**src/rtl/drwd_pkg.sv**
```systemverilog
/*
  Constants for the data-space decoder and read-only program-memory window.
  Assumes an 8-bit data space and a 12-bit program-memory address.
*/
package drwd_pkg;

  // ----------------------------------------------------------------
  // Geometry
  // ----------------------------------------------------------------
  localparam int unsigned DATA_W     = 8;
  localparam int unsigned PADDR_W    = 12;
  localparam int unsigned OFFSET_W   = 6;
  localparam int unsigned BLOCK_W    = 6;

  // ----------------------------------------------------------------
  // Window range
  // ----------------------------------------------------------------
  localparam logic [7:0] WIN_LO      = 8'h40;
  localparam logic [7:0] WIN_HI      = 8'h7f;

  // ----------------------------------------------------------------
  // Register offsets
  // ----------------------------------------------------------------
  localparam logic [7:0] ADDR_INDEX_X      = 8'h80;
  localparam logic [7:0] ADDR_SHORT_W      = 8'h83;
  localparam logic [7:0] ADDR_PA_LATCH     = 8'hc0;
  localparam logic [7:0] ADDR_PB_LATCH     = 8'hc1;
  localparam logic [7:0] ADDR_PA_DIR       = 8'hc4;
  localparam logic [7:0] ADDR_PB_DIR       = 8'hc5;
  localparam logic [7:0] ADDR_INT_CFG      = 8'hc8;
  localparam logic [7:0] ADDR_BLOCK_SEL    = 8'hc9;
  localparam logic [7:0] ADDR_PA_CFG       = 8'hcc;
  localparam logic [7:0] ADDR_PB_CFG       = 8'hcd;
  localparam logic [7:0] ADDR_CONV_RESULT  = 8'hd0;
  localparam logic [7:0] ADDR_CONV_CTRL    = 8'hd1;
  localparam logic [7:0] ADDR_TMR_PRESCALE = 8'hd2;
  localparam logic [7:0] ADDR_TMR_COUNT    = 8'hd3;
  localparam logic [7:0] ADDR_TMR_STATUS   = 8'hd4;
  localparam logic [7:0] ADDR_WDG_COUNT    = 8'hd8;
  localparam logic [7:0] ADDR_ACCUM        = 8'hff;

  // ----------------------------------------------------------------
  // Reset values
  // ----------------------------------------------------------------
  localparam logic [7:0] RST_PORT          = 8'h00;
  localparam logic [7:0] RST_CONV_CTRL     = 8'h40;
  localparam logic [7:0] RST_TMR_PRESCALE  = 8'h7f;
  localparam logic [7:0] RST_TMR_COUNT     = 8'hff;
  localparam logic [7:0] RST_TMR_STATUS    = 8'h00;
  localparam logic [7:0] RST_WDG_COUNT     = 8'hfe;
  localparam logic [7:0] READ_UNMAPPED     = 8'h00;

  // ----------------------------------------------------------------
  // Program-memory vectors
  // ----------------------------------------------------------------
  localparam logic [11:0] VEC_INT_LO       = 12'hff0;
  localparam logic [11:0] VEC_INT_HI       = 12'hff7;
  localparam logic [11:0] VEC_NMI_LO       = 12'hffc;
  localparam logic [11:0] VEC_RESET_LO     = 12'hffe;

endpackage

```
**src/rtl/drwd_decode.sv**
```systemverilog
/*
  Data-space decoder with the read-only program-memory window and the core,
  port, converter, timer and watchdog registers at their fixed addresses.
  Assumes a CPU core issuing single-cycle reads and writes on clk_sys_i, and a
  program memory answering combinationally on its address.
*/
`timescale 1ns/10ps

module drwd_decode #(
  parameter logic [7:0] CONV_CTRL_WMASK = 8'hbf
) (
  // Clock and reset
  input  wire logic        clk_sys_i,
  input  wire logic        resetn_i,
  // CPU data-space access
  input  wire logic [7:0]  cpu_addr_i,
  input  wire logic        cpu_rd_i,
  input  wire logic        cpu_wr_i,
  input  wire logic [7:0]  cpu_wdata_i,
  output logic      [7:0]  cpu_rdata_o,
  output logic             win_sel_o,
  // Program memory
  output logic      [11:0] pmem_addr_o,
  input  wire logic [7:0]  pmem_rdata_i,
  output logic             pmem_vec_o,
  // Ports and peripherals
  input  wire logic [7:0]  port_a_pins_i,
  input  wire logic [7:0]  port_b_pins_i,
  output logic      [7:0]  port_a_output_latch_o,
  output logic      [7:0]  port_b_output_latch_o,
  output logic      [7:0]  port_a_direction_o,
  output logic      [7:0]  port_b_direction_o,
  output logic      [7:0]  port_a_pin_config_o,
  output logic      [7:0]  port_b_pin_config_o,
  output logic      [7:0]  interrupt_config_o,
  input  wire logic [7:0]  converter_result_i,
  input  wire logic [7:0]  conv_status_i,
  output logic      [7:0]  converter_control_o,
  output logic      [7:0]  timer_prescaler_o,
  output logic      [7:0]  timer_downcounter_o,
  output logic      [7:0]  timer_status_control_o,
  output logic      [7:0]  watchdog_counter_o
);

  // ----------------------------------------------------------------
  // Elaboration checks
  // ----------------------------------------------------------------
  // The window address must be exactly the block bits over the offset bits.
  if (drwd_pkg::BLOCK_W + drwd_pkg::OFFSET_W != drwd_pkg::PADDR_W) begin : g_bad_split
    $error("Window address fields do not fill the program address.");
  end

  // ----------------------------------------------------------------
  // Storage
  // ----------------------------------------------------------------
  logic [7:0] core_reg [0:3];
  logic [7:0] accum_reg;
  logic [7:0] block_sel_reg;
  logic [7:0] int_cfg_reg;
  logic [7:0] pa_latch_reg, pb_latch_reg, pa_dir_reg, pb_dir_reg, pa_cfg_reg, pb_cfg_reg;
  logic [7:0] conv_ctrl_reg, tmr_pre_reg, tmr_cnt_reg, tmr_stat_reg, wdg_reg;

  // ----------------------------------------------------------------
  // Decode
  // ----------------------------------------------------------------
  wire logic in_window = (cpu_addr_i >= drwd_pkg::WIN_LO) && (cpu_addr_i <= drwd_pkg::WIN_HI);
  wire logic in_core   = (cpu_addr_i >= drwd_pkg::ADDR_INDEX_X) && (cpu_addr_i <= drwd_pkg::ADDR_SHORT_W);
  wire logic [1:0] core_idx = cpu_addr_i[1:0];
  wire logic wr_core   = cpu_wr_i && in_core;
  wire logic wr_accum  = cpu_wr_i && (cpu_addr_i == drwd_pkg::ADDR_ACCUM);
  wire logic wr_blk    = cpu_wr_i && (cpu_addr_i == drwd_pkg::ADDR_BLOCK_SEL);
  wire logic wr_icfg   = cpu_wr_i && (cpu_addr_i == drwd_pkg::ADDR_INT_CFG);
  wire logic wr_pal    = cpu_wr_i && (cpu_addr_i == drwd_pkg::ADDR_PA_LATCH);
  wire logic wr_pbl    = cpu_wr_i && (cpu_addr_i == drwd_pkg::ADDR_PB_LATCH);
  wire logic wr_pad    = cpu_wr_i && (cpu_addr_i == drwd_pkg::ADDR_PA_DIR);
  wire logic wr_pbd    = cpu_wr_i && (cpu_addr_i == drwd_pkg::ADDR_PB_DIR);
  wire logic wr_pac    = cpu_wr_i && (cpu_addr_i == drwd_pkg::ADDR_PA_CFG);
  wire logic wr_pbc    = cpu_wr_i && (cpu_addr_i == drwd_pkg::ADDR_PB_CFG);
  wire logic wr_cctl   = cpu_wr_i && (cpu_addr_i == drwd_pkg::ADDR_CONV_CTRL);
  wire logic wr_tpre   = cpu_wr_i && (cpu_addr_i == drwd_pkg::ADDR_TMR_PRESCALE);
  wire logic wr_tcnt   = cpu_wr_i && (cpu_addr_i == drwd_pkg::ADDR_TMR_COUNT);
  wire logic wr_tst    = cpu_wr_i && (cpu_addr_i == drwd_pkg::ADDR_TMR_STATUS);
  wire logic wr_wdg    = cpu_wr_i && (cpu_addr_i == drwd_pkg::ADDR_WDG_COUNT);

  // Block bits on top, data-address offset below: block n starts at n*64.
  wire logic [11:0] win_addr = {block_sel_reg[drwd_pkg::BLOCK_W-1:0],
                                cpu_addr_i[drwd_pkg::OFFSET_W-1:0]};

  // Output-pin bits show the latch, input-pin bits the live pin.
  wire logic [7:0] pa_view = (pa_latch_reg & pa_dir_reg) | (port_a_pins_i & ~pa_dir_reg);
  wire logic [7:0] pb_view = (pb_latch_reg & pb_dir_reg) | (port_b_pins_i & ~pb_dir_reg);
  // Read-only status bits come from the converter; the rest echo control.
  wire logic [7:0] cctl_view = (conv_ctrl_reg & CONV_CTRL_WMASK) | (conv_status_i & ~CONV_CTRL_WMASK);

  logic [7:0] rdata_next;
  always_comb begin
    rdata_next = drwd_pkg::READ_UNMAPPED;
    if (in_window) begin
      rdata_next = pmem_rdata_i;
    end else if (in_core) begin
      rdata_next = core_reg[core_idx];
    end else begin
      case (cpu_addr_i)
        drwd_pkg::ADDR_ACCUM:        rdata_next = accum_reg;
        drwd_pkg::ADDR_PA_LATCH:     rdata_next = pa_view;
        drwd_pkg::ADDR_PB_LATCH:     rdata_next = pb_view;
        drwd_pkg::ADDR_PA_DIR:       rdata_next = pa_dir_reg;
        drwd_pkg::ADDR_PB_DIR:       rdata_next = pb_dir_reg;
        drwd_pkg::ADDR_PA_CFG:       rdata_next = pa_cfg_reg;
        drwd_pkg::ADDR_PB_CFG:       rdata_next = pb_cfg_reg;
        drwd_pkg::ADDR_CONV_RESULT:  rdata_next = converter_result_i;
        drwd_pkg::ADDR_CONV_CTRL:    rdata_next = cctl_view;
        drwd_pkg::ADDR_TMR_PRESCALE: rdata_next = tmr_pre_reg;
        drwd_pkg::ADDR_TMR_COUNT:    rdata_next = tmr_cnt_reg;
        drwd_pkg::ADDR_TMR_STATUS:   rdata_next = tmr_stat_reg;
        drwd_pkg::ADDR_WDG_COUNT:    rdata_next = wdg_reg;
        default:                     rdata_next = drwd_pkg::READ_UNMAPPED;
      endcase
    end
  end

  assign cpu_rdata_o = rdata_next;
  assign win_sel_o   = in_window;
  assign pmem_addr_o = win_addr;
  assign pmem_vec_o  = ((win_addr >= drwd_pkg::VEC_INT_LO) && (win_addr <= drwd_pkg::VEC_INT_HI)) ||
                       (win_addr >= drwd_pkg::VEC_NMI_LO);

  assign port_a_output_latch_o  = pa_latch_reg;
  assign port_b_output_latch_o  = pb_latch_reg;
  assign port_a_direction_o     = pa_dir_reg;
  assign port_b_direction_o     = pb_dir_reg;
  assign port_a_pin_config_o    = pa_cfg_reg;
  assign port_b_pin_config_o    = pb_cfg_reg;
  assign interrupt_config_o     = int_cfg_reg;
  assign converter_control_o    = conv_ctrl_reg;
  assign timer_prescaler_o      = tmr_pre_reg;
  assign timer_downcounter_o    = tmr_cnt_reg;
  assign timer_status_control_o = tmr_stat_reg;
  assign watchdog_counter_o     = wdg_reg;

  // ----------------------------------------------------------------
  // Registers without reset
  // ----------------------------------------------------------------
  // These hold whatever power-up left in them until software writes them.
  always_ff @(posedge clk_sys_i) begin
    if (wr_blk) begin
      block_sel_reg <= cpu_wdata_i;
    end
    if (wr_icfg) begin
      int_cfg_reg <= cpu_wdata_i;
    end
    if (wr_accum) begin
      accum_reg <= cpu_wdata_i;
    end
    if (wr_core) begin
      core_reg[core_idx] <= cpu_wdata_i;
    end
  end

  // ----------------------------------------------------------------
  // Registers with reset
  // ----------------------------------------------------------------
  always_ff @(posedge clk_sys_i or negedge resetn_i) begin
    if (!resetn_i) begin
      pa_latch_reg <= drwd_pkg::RST_PORT;
      pb_latch_reg <= drwd_pkg::RST_PORT;
      pa_dir_reg   <= drwd_pkg::RST_PORT;
      pb_dir_reg   <= drwd_pkg::RST_PORT;
      pa_cfg_reg   <= drwd_pkg::RST_PORT;
      pb_cfg_reg   <= drwd_pkg::RST_PORT;
    end else begin
      if (wr_pal) pa_latch_reg <= cpu_wdata_i;
      if (wr_pbl) pb_latch_reg <= cpu_wdata_i;
      if (wr_pad) pa_dir_reg   <= cpu_wdata_i;
      if (wr_pbd) pb_dir_reg   <= cpu_wdata_i;
      if (wr_pac) pa_cfg_reg   <= cpu_wdata_i;
      if (wr_pbc) pb_cfg_reg   <= cpu_wdata_i;
    end
  end

  always_ff @(posedge clk_sys_i or negedge resetn_i) begin
    if (!resetn_i) begin
      conv_ctrl_reg <= drwd_pkg::RST_CONV_CTRL;
      tmr_pre_reg   <= drwd_pkg::RST_TMR_PRESCALE;
      tmr_cnt_reg   <= drwd_pkg::RST_TMR_COUNT;
      tmr_stat_reg  <= drwd_pkg::RST_TMR_STATUS;
      wdg_reg       <= drwd_pkg::RST_WDG_COUNT;
    end else begin
      if (wr_cctl) conv_ctrl_reg <= cpu_wdata_i;
      if (wr_tpre) tmr_pre_reg   <= cpu_wdata_i;
      if (wr_tcnt) tmr_cnt_reg   <= cpu_wdata_i;
      if (wr_tst)  tmr_stat_reg  <= cpu_wdata_i;
      if (wr_wdg)  wdg_reg       <= cpu_wdata_i;
    end
  end

  // ----------------------------------------------------------------
  // Assertions
  // ----------------------------------------------------------------
  // Marks that block select holds a written value, so its hold can be checked.
  logic blk_known_reg;
  always_ff @(posedge clk_sys_i or negedge resetn_i) begin
    if (!resetn_i) begin
      blk_known_reg <= 1'b0;
    end else if (wr_blk) begin
      blk_known_reg <= 1'b1;
    end
  end

  a_window_decode: assert property (@(posedge clk_sys_i) disable iff (!resetn_i)
    (cpu_addr_i[7:6] == 2'b01) |-> (win_sel_o && cpu_rdata_o == pmem_rdata_i))
    else $error("Window address not decoded as window.");
  a_window_addr: assert property (@(posedge clk_sys_i) disable iff (!resetn_i)
    (wr_blk ##1 (cpu_rd_i && win_sel_o)) |->
    (pmem_addr_o == {$past(cpu_wdata_i[5:0]), cpu_addr_i[5:0]}))
    else $error("Window address not formed from block and offset.");
  a_block_base: assert property (@(posedge clk_sys_i) disable iff (!resetn_i)
    (win_sel_o && cpu_addr_i == drwd_pkg::WIN_LO) |-> (pmem_addr_o[5:0] == 6'h00))
    else $error("Window base does not start a block.");
  a_block_sel_hold: assert property (@(posedge clk_sys_i) disable iff (!resetn_i)
    (!wr_blk && blk_known_reg) |=> $stable(block_sel_reg))
    else $error("Block select changed without a write.");
  a_block_sel_rd: assert property (@(posedge clk_sys_i) disable iff (!resetn_i)
    (cpu_addr_i == drwd_pkg::ADDR_BLOCK_SEL) |-> (cpu_rdata_o == drwd_pkg::READ_UNMAPPED))
    else $error("Block select readback exposed.");
  a_port_view: assert property (@(posedge clk_sys_i) disable iff (!resetn_i)
    (cpu_addr_i == drwd_pkg::ADDR_PA_LATCH) |->
    (cpu_rdata_o == ((pa_latch_reg & pa_dir_reg) | (port_a_pins_i & ~pa_dir_reg))))
    else $error("Port A read mixes latch and pins wrongly.");
  a_latch_write: assert property (@(posedge clk_sys_i) disable iff (!resetn_i)
    wr_pbl |=> (port_b_output_latch_o == $past(cpu_wdata_i)))
    else $error("Port B latch did not take the write.");
  a_reserved_noeff: assert property (@(posedge clk_sys_i) disable iff (!resetn_i)
    (cpu_wr_i && cpu_addr_i == 8'hc2) |=> $stable(port_a_direction_o) && $stable(timer_prescaler_o))
    else $error("Reserved write changed a register.");
  a_dir_write: assert property (@(posedge clk_sys_i) disable iff (!resetn_i)
    wr_pad |=> (port_a_direction_o == $past(cpu_wdata_i)))
    else $error("Port A direction did not take the write.");
  a_window_only: assert property (@(posedge clk_sys_i) disable iff (!resetn_i)
    win_sel_o == (cpu_addr_i[7:6] == 2'b01))
    else $error("Window select does not match the window range.");
  a_reset_values: assert property (@(posedge clk_sys_i) disable iff (!resetn_i)
    $rose(resetn_i) |-> (port_a_output_latch_o == drwd_pkg::RST_PORT &&
                         port_b_direction_o == drwd_pkg::RST_PORT &&
                         port_a_pin_config_o == drwd_pkg::RST_PORT &&
                         timer_prescaler_o == drwd_pkg::RST_TMR_PRESCALE))
    else $error("Register missed its reset value after reset.");
  a_accum_write: assert property (@(posedge clk_sys_i) disable iff (!resetn_i)
    wr_accum |=> (accum_reg == $past(cpu_wdata_i)))
    else $error("Accumulator did not take the write.");
  a_core_write: assert property (@(posedge clk_sys_i) disable iff (!resetn_i)
    wr_core |=> (core_reg[$past(core_idx)] == $past(cpu_wdata_i)))
    else $error("Index or short-direct register did not take the write.");
  a_icfg_write: assert property (@(posedge clk_sys_i) disable iff (!resetn_i)
    wr_icfg |=> (interrupt_config_o == $past(cpu_wdata_i)))
    else $error("Interrupt configuration did not take the write.");
  a_icfg_read: assert property (@(posedge clk_sys_i) disable iff (!resetn_i)
    (cpu_addr_i == drwd_pkg::ADDR_INT_CFG) |-> (cpu_rdata_o == drwd_pkg::READ_UNMAPPED))
    else $error("Interrupt configuration readback exposed.");
  a_conv_result: assert property (@(posedge clk_sys_i) disable iff (!resetn_i)
    (cpu_addr_i == drwd_pkg::ADDR_CONV_RESULT) |-> (cpu_rdata_o == converter_result_i))
    else $error("Converter result read does not show the converter.");
  a_conv_ctrl_write: assert property (@(posedge clk_sys_i) disable iff (!resetn_i)
    wr_cctl |=> (converter_control_o == $past(cpu_wdata_i)))
    else $error("Converter control did not take the write.");
  a_timer_write: assert property (@(posedge clk_sys_i) disable iff (!resetn_i)
    wr_tcnt |=> (timer_downcounter_o == $past(cpu_wdata_i)))
    else $error("Timer down-counter did not take the write.");
  a_vec_flag: assert property (@(posedge clk_sys_i) disable iff (!resetn_i)
    pmem_vec_o == ((pmem_addr_o[11:3] == drwd_pkg::VEC_INT_LO[11:3]) ||
                   (pmem_addr_o[11:2] == drwd_pkg::VEC_NMI_LO[11:2])))
    else $error("Vector flag disagrees with the vector areas.");

  c_window_read: cover property (@(posedge clk_sys_i) disable iff (!resetn_i) wr_blk ##1 (cpu_rd_i && win_sel_o));
  c_port_mixed:  cover property (@(posedge clk_sys_i) disable iff (!resetn_i)
    (cpu_rd_i && cpu_addr_i == drwd_pkg::ADDR_PA_LATCH && pa_dir_reg != 8'h00 && pa_dir_reg != 8'hff));
  c_accum_write: cover property (@(posedge clk_sys_i) disable iff (!resetn_i) wr_accum);
  c_vector_read: cover property (@(posedge clk_sys_i) disable iff (!resetn_i) cpu_rd_i && pmem_vec_o && win_sel_o);
  c_reserved_wr: cover property (@(posedge clk_sys_i) disable iff (!resetn_i) cpu_wr_i && cpu_addr_i == 8'hc2);

endmodule

```
**config.mk**
```make
export PLATFORM = sky130hd
export DESIGN_NAME = drwd_decode
export DESIGN_NICKNAME = d
export VERILOG_FILES = /design/src/rtl/drwd_pkg.sv /design/src/rtl/drwd_decode.sv
export SDC_FILE = /design/constraint.sdc
export NUM_CORES = 1
export LEC_CHECK = 0
export CAP_MARGIN = 20
export CORE_ASPECT_RATIO = 1.2
export CORE_MARGIN = 1.5
export CORE_UTILIZATION = 60
export CTS_CLUSTER_DIAMETER = 150
export DETAILED_ROUTE_END_ITERATION = 10
export DONT_BUFFER_PORTS = 1
export PLACE_DENSITY = 0.81
export SLEW_MARGIN = 20
export SYNTH_ARGS = -nofsm -noshare
export SYNTH_HDL_FRONTEND = slang
export SYNTH_SLANG_ARGS = --single-unit
```
**constraint.sdc**
```tcl
create_clock -name clk_sys_i -period 1.9 [get_ports clk_sys_i]
set_input_delay 0.19 -clock clk_sys_i [delete_from_list [all_inputs] [get_ports clk_sys_i]]
set_output_delay 0.19 -clock clk_sys_i [all_outputs]
set_load 0.03 [all_outputs]
```
==> results of run 1 <==
-- cell usage after synthesis, types with 11 or more instances --
| master | n | area, um^2 |
|---|---|---|
| a22oi_1 | 12 | 90.1 |
| mux2i_1 | 12 | 120 |
| mux2_2 | 97 | 1090 |
| o21ai_0 | 12 | 60.1 |
| clkbuf_1 | 14 | 52.6 |
| nand2_1 | 19 | 71.3 |
| dfrtp_1 | 65 | 1630 |
| nand3_1 | 15 | 75.1 |
| nor2_1 | 22 | 82.6 |
| edfxtp_1 | 54 | 1620 |
| mux4_2 | 11 | 248 |
| dfstp_2 | 23 | 604 |
-- final cells by class --
class / instances / share of cell area, %
clock buffer: 18 / 5.15
clock inverter: 14 / 1.89
inverter: 5 / 0.225
multi-input combinational: 291 / 32.6
sequential: 142 / 46.3
tap: 132 / 1.98
timing repair buffer: 119 / 11.9
-- per-stage QoR --
step	hold slack, ps	util [%]	worst slack, ps
floorplan	-106	-	-0.643
global placement	-103	69.0	-258
detailed placement	-103	69.0	-265
CTS	-541	76.0	-521
global route	-548	76.2	-481
finish	-532	76.2	-418
-- placed cells by master (no fill, tap or decap), types with 3 or more instances in the layout --
master / n
buf_4: 103
mux2_2: 96
dfrtp_1: 63
edfxtp_1: 54
dfstp_2: 23
nor2_1: 22
nand2_1: 18
clkbuf_16: 17
nand3_1: 14
mux2i_1: 12
mux4_2: 11
a22oi_1: 11
o21ai_0: 9
dlygate4sd3_1: 8
a21oi_1: 7
inv_1: 5
nor2_2: 5
o32a_1: 5
nand3_2: 5
inv_6: 5
buf_12: 5
nor2b_1: 4
nand4_1: 3
o31a_1: 3
o22ai_1: 3
a22o_1: 3
clkinv_4: 3
clkinvlp_4: 3
buf_6: 3
-- cells by family (layout without fill, tap and decap cells) --
logic type | Yosys count | in the layout | share of synthesized area [%]
flip-flops | 142 | 142 | 57.7
buffers and inverters | 41 | 156 | 3.33
AND/OR/NAND/NOR | 100 | 100 | 9.16
multiplexers | 120 | 120 | 21.9
AO/OA/AOI/OAI | 71 | 71 | 7.96
-- where the power goes --
part	internal, mW	switching, mW
sequential	3.30	0.117
combinational	0.317	0.424
clock	1.96	1.35
total	5.57	1.89
-- per-layer routing --
metal | vias up | part of all wire, % | wire, um
met5 | - | 0 | 0
met1 | 2457 | 36 | 6960
met2 | 255 | 53 | 10200
met3 | 51 | 7.1 | 1370
li1 | 2014 | - | -
met4 | 0 | 4.0 | 761
-- path summary, 6_finish.rpt --
check	slack, ps	depth (start not counted)	start	end
max	-420	6	core_reg[3][7]	cpu_rdata_o[7]
min	-530	0	resetn_i	port_b_direction_o[7]
max reg2reg	820	3	converter_control_o[7]	converter_control_o[7]
min reg2reg	560	1	port_a_direction_o[1]	port_a_direction_o[1]
max in group asynchronous	2210	0	resetn_i	watchdog_counter_o[7]
min in group clk_sys_i	120	2	cpu_addr_i[0]	core_reg[0][6]
-- worst max-delay path: cells and delay by family (launching register included) --
kind | cells | cell delay, ps
mux | 1 | 470
buf+inv | 2 | 330
flops | 1 | 360
compound gates | 2 | 380
simple gates | 1 | 180
-- timing repair --
item	CTS	global route
pin swaps	17	12
setup buffers	2	1
hold endpoints to repair	230	88
resized for setup	16	9
endpoints found under the setup margin	8	8
==> run metrics, run 1 <==
Final ANT Viol Nets 0; status complete, but fails checks; layout cells sized above 1 52.5%; Setup CP Type reg -> out; Netlist cell types 65; FF+latch count, synth 142; Routed WL 19.2 mm; maximum clock path buffer count 2; routed via count 4777; Total Nets Final 636; # diodes 0; Highest Clock Rate 431 MHz; final hold vios 88; RSZ-0062 raised after global routing true; register area 3850 um^2; I/O pin count 178; multi-input logic area 2720 um^2; Leak Pwr 3.57 nW; first-pass GRT wire length 28.9 mm; design area 8330 um^2; Power Total 7.46 mW; DP HPWL 13.1 mm; Mapped Avg Cell Area 14.1 um^2; critical path's largest stage delay 470 ps; Die X 99.3 um; clk_lat worst skew 410 ps; Critical Path AT 2130 ps; Worst setup EP type output pin; Initial Util 61.1%; Die Y 119 um; crit share post-route 122%; largest net degree at the start of global routing 89; ys flop type dfrtp_1; CP max stage cell mux4_2; CTS tree done; Die Area 11800 um^2; Worst slew margin 26.6%; share of synthesized flip-flops with an asynchronous set or reset 62.0%; Post-Route Skew 0 ps; setup violators final 8; VDD IR max 0.000694 V; vias in the first global route 4916; Seq/Total Area, Yosys 57.7%; initial antenna violation count 0; max-slew violations 0; Pre-antenna DRT Iters 6; DP Area 7540 um^2; FP Rows 42; number of flip-flops under the largest register name 32; met2 Resource Use GR 57.3%; clk slew on worst S/H paths 60 ps; grt peak-use layer met2; GRT Overall Usage 33.6%; Sink Count 142; grt met3 use 8.22%; worst-margin pin slew 1090 ps; Yosys warning total 0; Placed Cells incl. Taps 679; Via density 6.63; Root Driver clkbuf_16; Core Area 10900 um^2; final cell count without fillers 721; CP required 1710 ps; Placer Congestion 0.978; Fillers 694; # DRC 0; cts hold-fix bufs 8; Sum Neg Setup Slack -2630 ps; worst hold slack -532 ps; GRT overflow 0; area of the mapped netlist 6680 um^2; post-synthesis instance total 474; H-Tree Depth 4; setup slack after layout -418 ps; cells along the critical path mux4_2 > and2_4 > a2111oi_4 > buf_4 > a31oi_4 > buf_6; hold crit path type in -> async; failing checks hold timing, setup timing; number of flops mapped to enable cells by yosys 54; port bufs 0; mean routed wirelength per cell 26.7 um; Mapped Nets 534; critical path startpoint category flip-flop; min cycle time layout 2320 ps; CP Max Fanout 1; CTS buffer count 17; GR Util met1 40.3%; DRT iter0 DRCs 383; Max-Cap Viols 0; Area Growth Syn to Fin 24.7%; PD cells 895 nW/um^2
No activity file was read; power rests on OpenSTA's default activity.
==> run 2, diff against run 1 <==
Settings changed: PLACE_DENSITY 0.81 to unset, PLACE_DENSITY_LB_ADDON set to 0.2.
==> run 2 against run 1 <==
  * The run still ends with hold timing, setup timing left
  * Fmax fell by 4.8%
  * Final cell count did not move
  * Sequential share of layout area rose by 0.098 points
  * Sequential power barely moved
  * Power fell by 1.6%
  * Via count fell by 0.96%
  * Setup slack got worse by 120 ps
  * Critical endpoint unchanged
==> run metrics, run 2 (synthesized netlist as in run 1, its figures left out) <==
Worst slew margin 26.2%; clk slew on worst S/H paths 60 ps; Area Growth Syn to Fin 24.5%; Initial Util 61.1%; maximum clock path buffer count 2; worst-margin pin slew 1100 ps; largest net degree at the start of global routing 89; Die Area 11800 um^2; layout cells sized above 1 53.1%; Setup CP Type reg -> out; Die X 99.3 um; Critical Path AT 2240 ps; port bufs 0; reg-to-reg critical path endpoint timer_prescaler_o[7]; clk_lat worst skew 430 ps; vias in the first global route 4902; Routed WL 19.3 mm; GRT overflow 0; mean routed wirelength per cell 26.7 um; crit share post-route 128%; Buf+Inv Stages, Crit Path 2; FP Rows 42; CTS tree done; failing checks hold timing, setup timing; Total Nets Final 636; DP HPWL 12.9 mm; Via density 6.56; min cycle time layout 2430 ps; Leak Pwr 3.57 nW; setup slack after layout -534 ps; first-pass GRT wire length 28.7 mm; CP required 1710 ps; commonest non-fill, non-tap cell in the layout buf_4; R2R cell count 3; Root Driver clkbuf_16; # DRC 0; Reg-to-Reg Start timer_prescaler_o[7]; critical path's largest stage delay 500 ps; Core Area 10900 um^2; Worst setup EP type output pin; status complete, but fails checks; Highest Clock Rate 411 MHz; Placer Congestion 0.980; H-Tree Depth 4; largest delay contributor family on the critical path multiplexers; CTS buffer count 17; cells along the critical path mux4_2 > and2_4 > a2111oi_4 > buf_4 > a31oi_4 > buf_6; DRT iter0 DRCs 401; Die Y 119 um; PD cells 883 nW/um^2; register-to-register path setup slack 820 ps; hold crit path type in -> async; Power Total 7.34 mW; I/O pin count 178; Max-Cap Viols 0; max-slew violations 0; # diodes 0; CP max stage cell mux4_2; cts hold-fix bufs 10; initial antenna violation count 0; VDD IR max 0.000757 V; Final ANT Viol Nets 0; Pre-antenna DRT Iters 6; multi-input logic area 2750 um^2; most frequent cells in the layout buf_4 (101), mux2_2 (95), dfrtp_1 (63); Post-Route Skew 0 ps; critical path launch point core_reg[3][7]; worst hold slack -548 ps; routed via count 4731; number of flip-flops under the largest register name 32; RSZ-0062 raised after global routing true; Fillers 658; CP Max Fanout 1; critical path startpoint category flip-flop; Sink Count 142; final hold vios 88; GRT Overall Usage 33.7%; setup violators final 8; register area 3850 um^2
[run 2: changes by cell type in the layout (fill, tap and decap cells not counted), sizes merged]
cell         delta
clkinvlp        -1
dlygate4sd3     +2
inv             +6
buf             -2
clkbuf          -1
clkinv          -2
bufinv          -2
[run 2: timing repair]
item | in CTS | in global routing
gates cloned | 0 | 0
endpoints found under the hold margin | 232 | 88
setup buffers | 1 | 0
pin swaps | 17 | 12
endpoints found under the setup margin | 8 | 8
gates resized for setup | 21 | 16
[run 2: layout make-up]
type                    instances  share of cell area [%]
repair buffers                119                    11.5
clock buffers                  17                    5.12
inverters                       5                   0.226
flip-flops and latches        142                    46.4
multi-input cells             291                    33.1
well taps                     132                    1.99
clock inverters                15                    1.70
[run 2: through the flow]
step | cell area (um^2) | setup TNS, ps | cells | utilization [%] | setup slack, ps
after floorplan | 6700 | -0.643 | 474 | - | -0.643
after global placement | 7480 | -259 | 678 | 68.5 | -93.5
after detailed placement | 7480 | -442 | 678 | 68.5 | -183
after CTS | 8240 | -2940 | 721 | 75.4 | -541
after global routing | 8310 | -3330 | 721 | 76.1 | -599
final | 8310 | -2890 | 721 | 76.1 | -534
[run 2: worst max path at each step]
stage / to / slack [ps] / cells past startpoint
finish: cpu_rdata_o[7] / -530 / 6
global route: cpu_rdata_o[7] / -600 / 6
global placement: cpu_rdata_o[7] / -90 / 7
detailed placement: cpu_rdata_o[7] / -180 / 7
floorplan: cpu_rdata_o[7] / -0.6 / 5
CTS: cpu_rdata_o[7] / -540 / 7
[run 2: report_power, final]
group | leakage [nW] | internal (mW) | switching [mW] | total (mW)
registers | 1.61 | 3.30 | 0.118 | 3.41
logic | 1.68 | 0.312 | 0.417 | 0.729
clock network | 0.275 | 1.74 | 1.46 | 3.19
[run 2: per-layer routing]
metal	track usage [%]	wire, um	vias up	part of all wire [%]
li1	-	-	2021	-
met1	41.4	7130	2413	37
met2	55.7	9850	241	51
met3	9.46	1550	56	8.0
met4	14.3	735	0	3.8
met5	0	0	-	0
==> run 3, diff against run 2 <==
Settings changed: BUFFER_PORTS_ARGS set to -buffer_cell sky130_fd_sc_hd__buf_2, CORE_UTILIZATION 60 to 48, DONT_BUFFER_PORTS 1 to unset.
Clock period 1.9 ns to 2.05 ns, I/O delays scaled along.
==> run 3 against run 2 <==
  * The flow finishes with violations (setup timing)
  * Routed wire length is 4.6% higher
  * Utilization shrank 9.9 points
  * Power down 2.3%
  * Final cell count grew 26%
  * Die area is 24% higher
  * Flip-flop and latch count stayed put
  * Critical endpoint unchanged
  * Largest cell class unchanged
==> run metrics, run 3 (synthesized netlist as in run 1, its figures left out) <==
Root Driver clkbuf_16; crit share post-route 119%; number of flip-flops under the largest register name 32; Sum Neg Setup Slack -1740 ps; routed via count 5213; reg-to-reg critical path endpoint timer_prescaler_o[7]; Highest Clock Rate 411 MHz; Routed WL 20.2 mm; register-to-register path setup slack 1050 ps; Post-Route Skew 0 ps; Initial Util 48.7%; GRT Overall Usage 28.1%; FP Rows 47; port bufs 169; H-Tree Depth 4; initial antenna violation count 0; setup slack after layout -381 ps; min cycle time layout 2430 ps; layout cells sized above 1 63.4%; failing checks setup timing; Total Nets Final 782; multi-input logic area 2720 um^2; GRT overflow 0; Die Area 14600 um^2; Critical Path AT 2230 ps; Die X 111 um; critical path launch point timer_prescaler_o[7]; commonest non-fill, non-tap cell in the layout buf_2; largest net degree at the start of global routing 58; # diodes 0; Placer Congestion 0.958; worst hold slack 240 ps; status complete, but fails checks; worst-margin pin slew 544 ps; Via density 5.75; Placed Cells incl. Taps 864; Setup CP Type reg -> out; DP HPWL 14.6 mm; Worst slew margin 63.5%; Area Growth Syn to Fin 35.7%; CTS buffer count 17; Final ANT Viol Nets 0; DRT iter0 DRCs 360; R2R cell count 3; final cell count without fillers 906; most frequent cells in the layout buf_2 (159), mux2_2 (95), buf_4 (95); pre-CTS worst setup slack -522 ps; CP Max Fanout 2; end of the critical path cpu_rdata_o[7]; max-slew violations 0; VDD IR max 0.000720 V; clk slew on worst S/H paths 60 ps; hold crit path type in -> reg; Die Y 132 um; Reg-to-Reg Start timer_prescaler_o[7]; critical path startpoint category flip-flop; Power Total 7.17 mW; final hold vios 0; Worst setup EP type output pin; # DRC 0; vias in the first global route 5325; setup violators final 8; Core Area 13700 um^2; CTS tree done; mean routed wirelength per cell 22.3 um; Fillers 1055; clk_lat worst skew 430 ps; Max-Cap Viols 0; Pre-antenna DRT Iters 5; PD cells 791 nW/um^2; register area 3850 um^2; RSZ-0062 raised after global routing true; I/O pin count 178; Leak Pwr 4.27 nW; first-pass GRT wire length 30.9 mm; maximum clock path buffer count 2; CP required 1850 ps; Sink Count 142
run 3: worst max-delay path, stage by stage, from the launching register on:
cell and delay [ps]:
dfrtp_1 380, mux4_2 510, nand3_2 90, o31ai_2 80, a2111oi_4 330, buf_4 170
a31oi_1 70, buf_4 180
run 3: worst min path at each step:
| stage | slack (ps) | cells past startpoint | from | to |
|---|---|---|---|---|
| 6_report | 240 | 1 | cpu_wdata_i[4] | interrupt_config_o[4] |
| 5_1_grt | 240 | 1 | cpu_wdata_i[4] | interrupt_config_o[4] |
| 4_1_cts | 230 | 1 | cpu_wdata_i[4] | interrupt_config_o[4] |
| 3_5_place_dp | 170 | 1 | resetn_i | port_b_output_latch_o[7] |
| 3_3_place_gp | 160 | 1 | resetn_i | port_b_output_latch_o[7] |
| 2_1_floorplan | -90 | 0 | resetn_i | converter_control_o[0] |
run 3: where the power goes:
part	leakage, nW	switching (mW)	internal [mW]
logic	2.36	0.566	0.356
clock network	0.293	1.28	1.84
registers	1.61	0.0719	3.06
run 3: layout make-up:
class,instances,share of cell area [%]
clock buffer,18,4.73
clock inverter,14,1.89
inverter,5,0.207
multi-input combinational,291,30.0
sequential,142,42.5
tap,171,2.36
timing repair buffer,265,18.3
run 3: timing repair:
action,in CTS,in global routing
pin swaps,21,14
setup endpoints to repair,8,8
setup buffers,9,1
hold endpoints to repair,15,0
hold buffers,1,0
resized for setup,42,5
run 3: stage by stage:
step                utilization [%]  instance area (um^2)
finish                         66.2                  9070
global route                   66.2                  9070
CTS                            66.1                  9060
detailed placement             60.0                  8230
global placement               60.0                  8230
floorplan                         -                  6680
run 3: per-layer routing:
metal / routed length (um) / vias to the layer above / GRT usage (%)
met5: 0 / - / 0
met4: 687 / 0 / 12.0
met3: 1170 / 50 / 6.62
met2: 10300 / 216 / 48.0
met1: 8000 / 2632 / 34.3
li1: - / 2315 / -
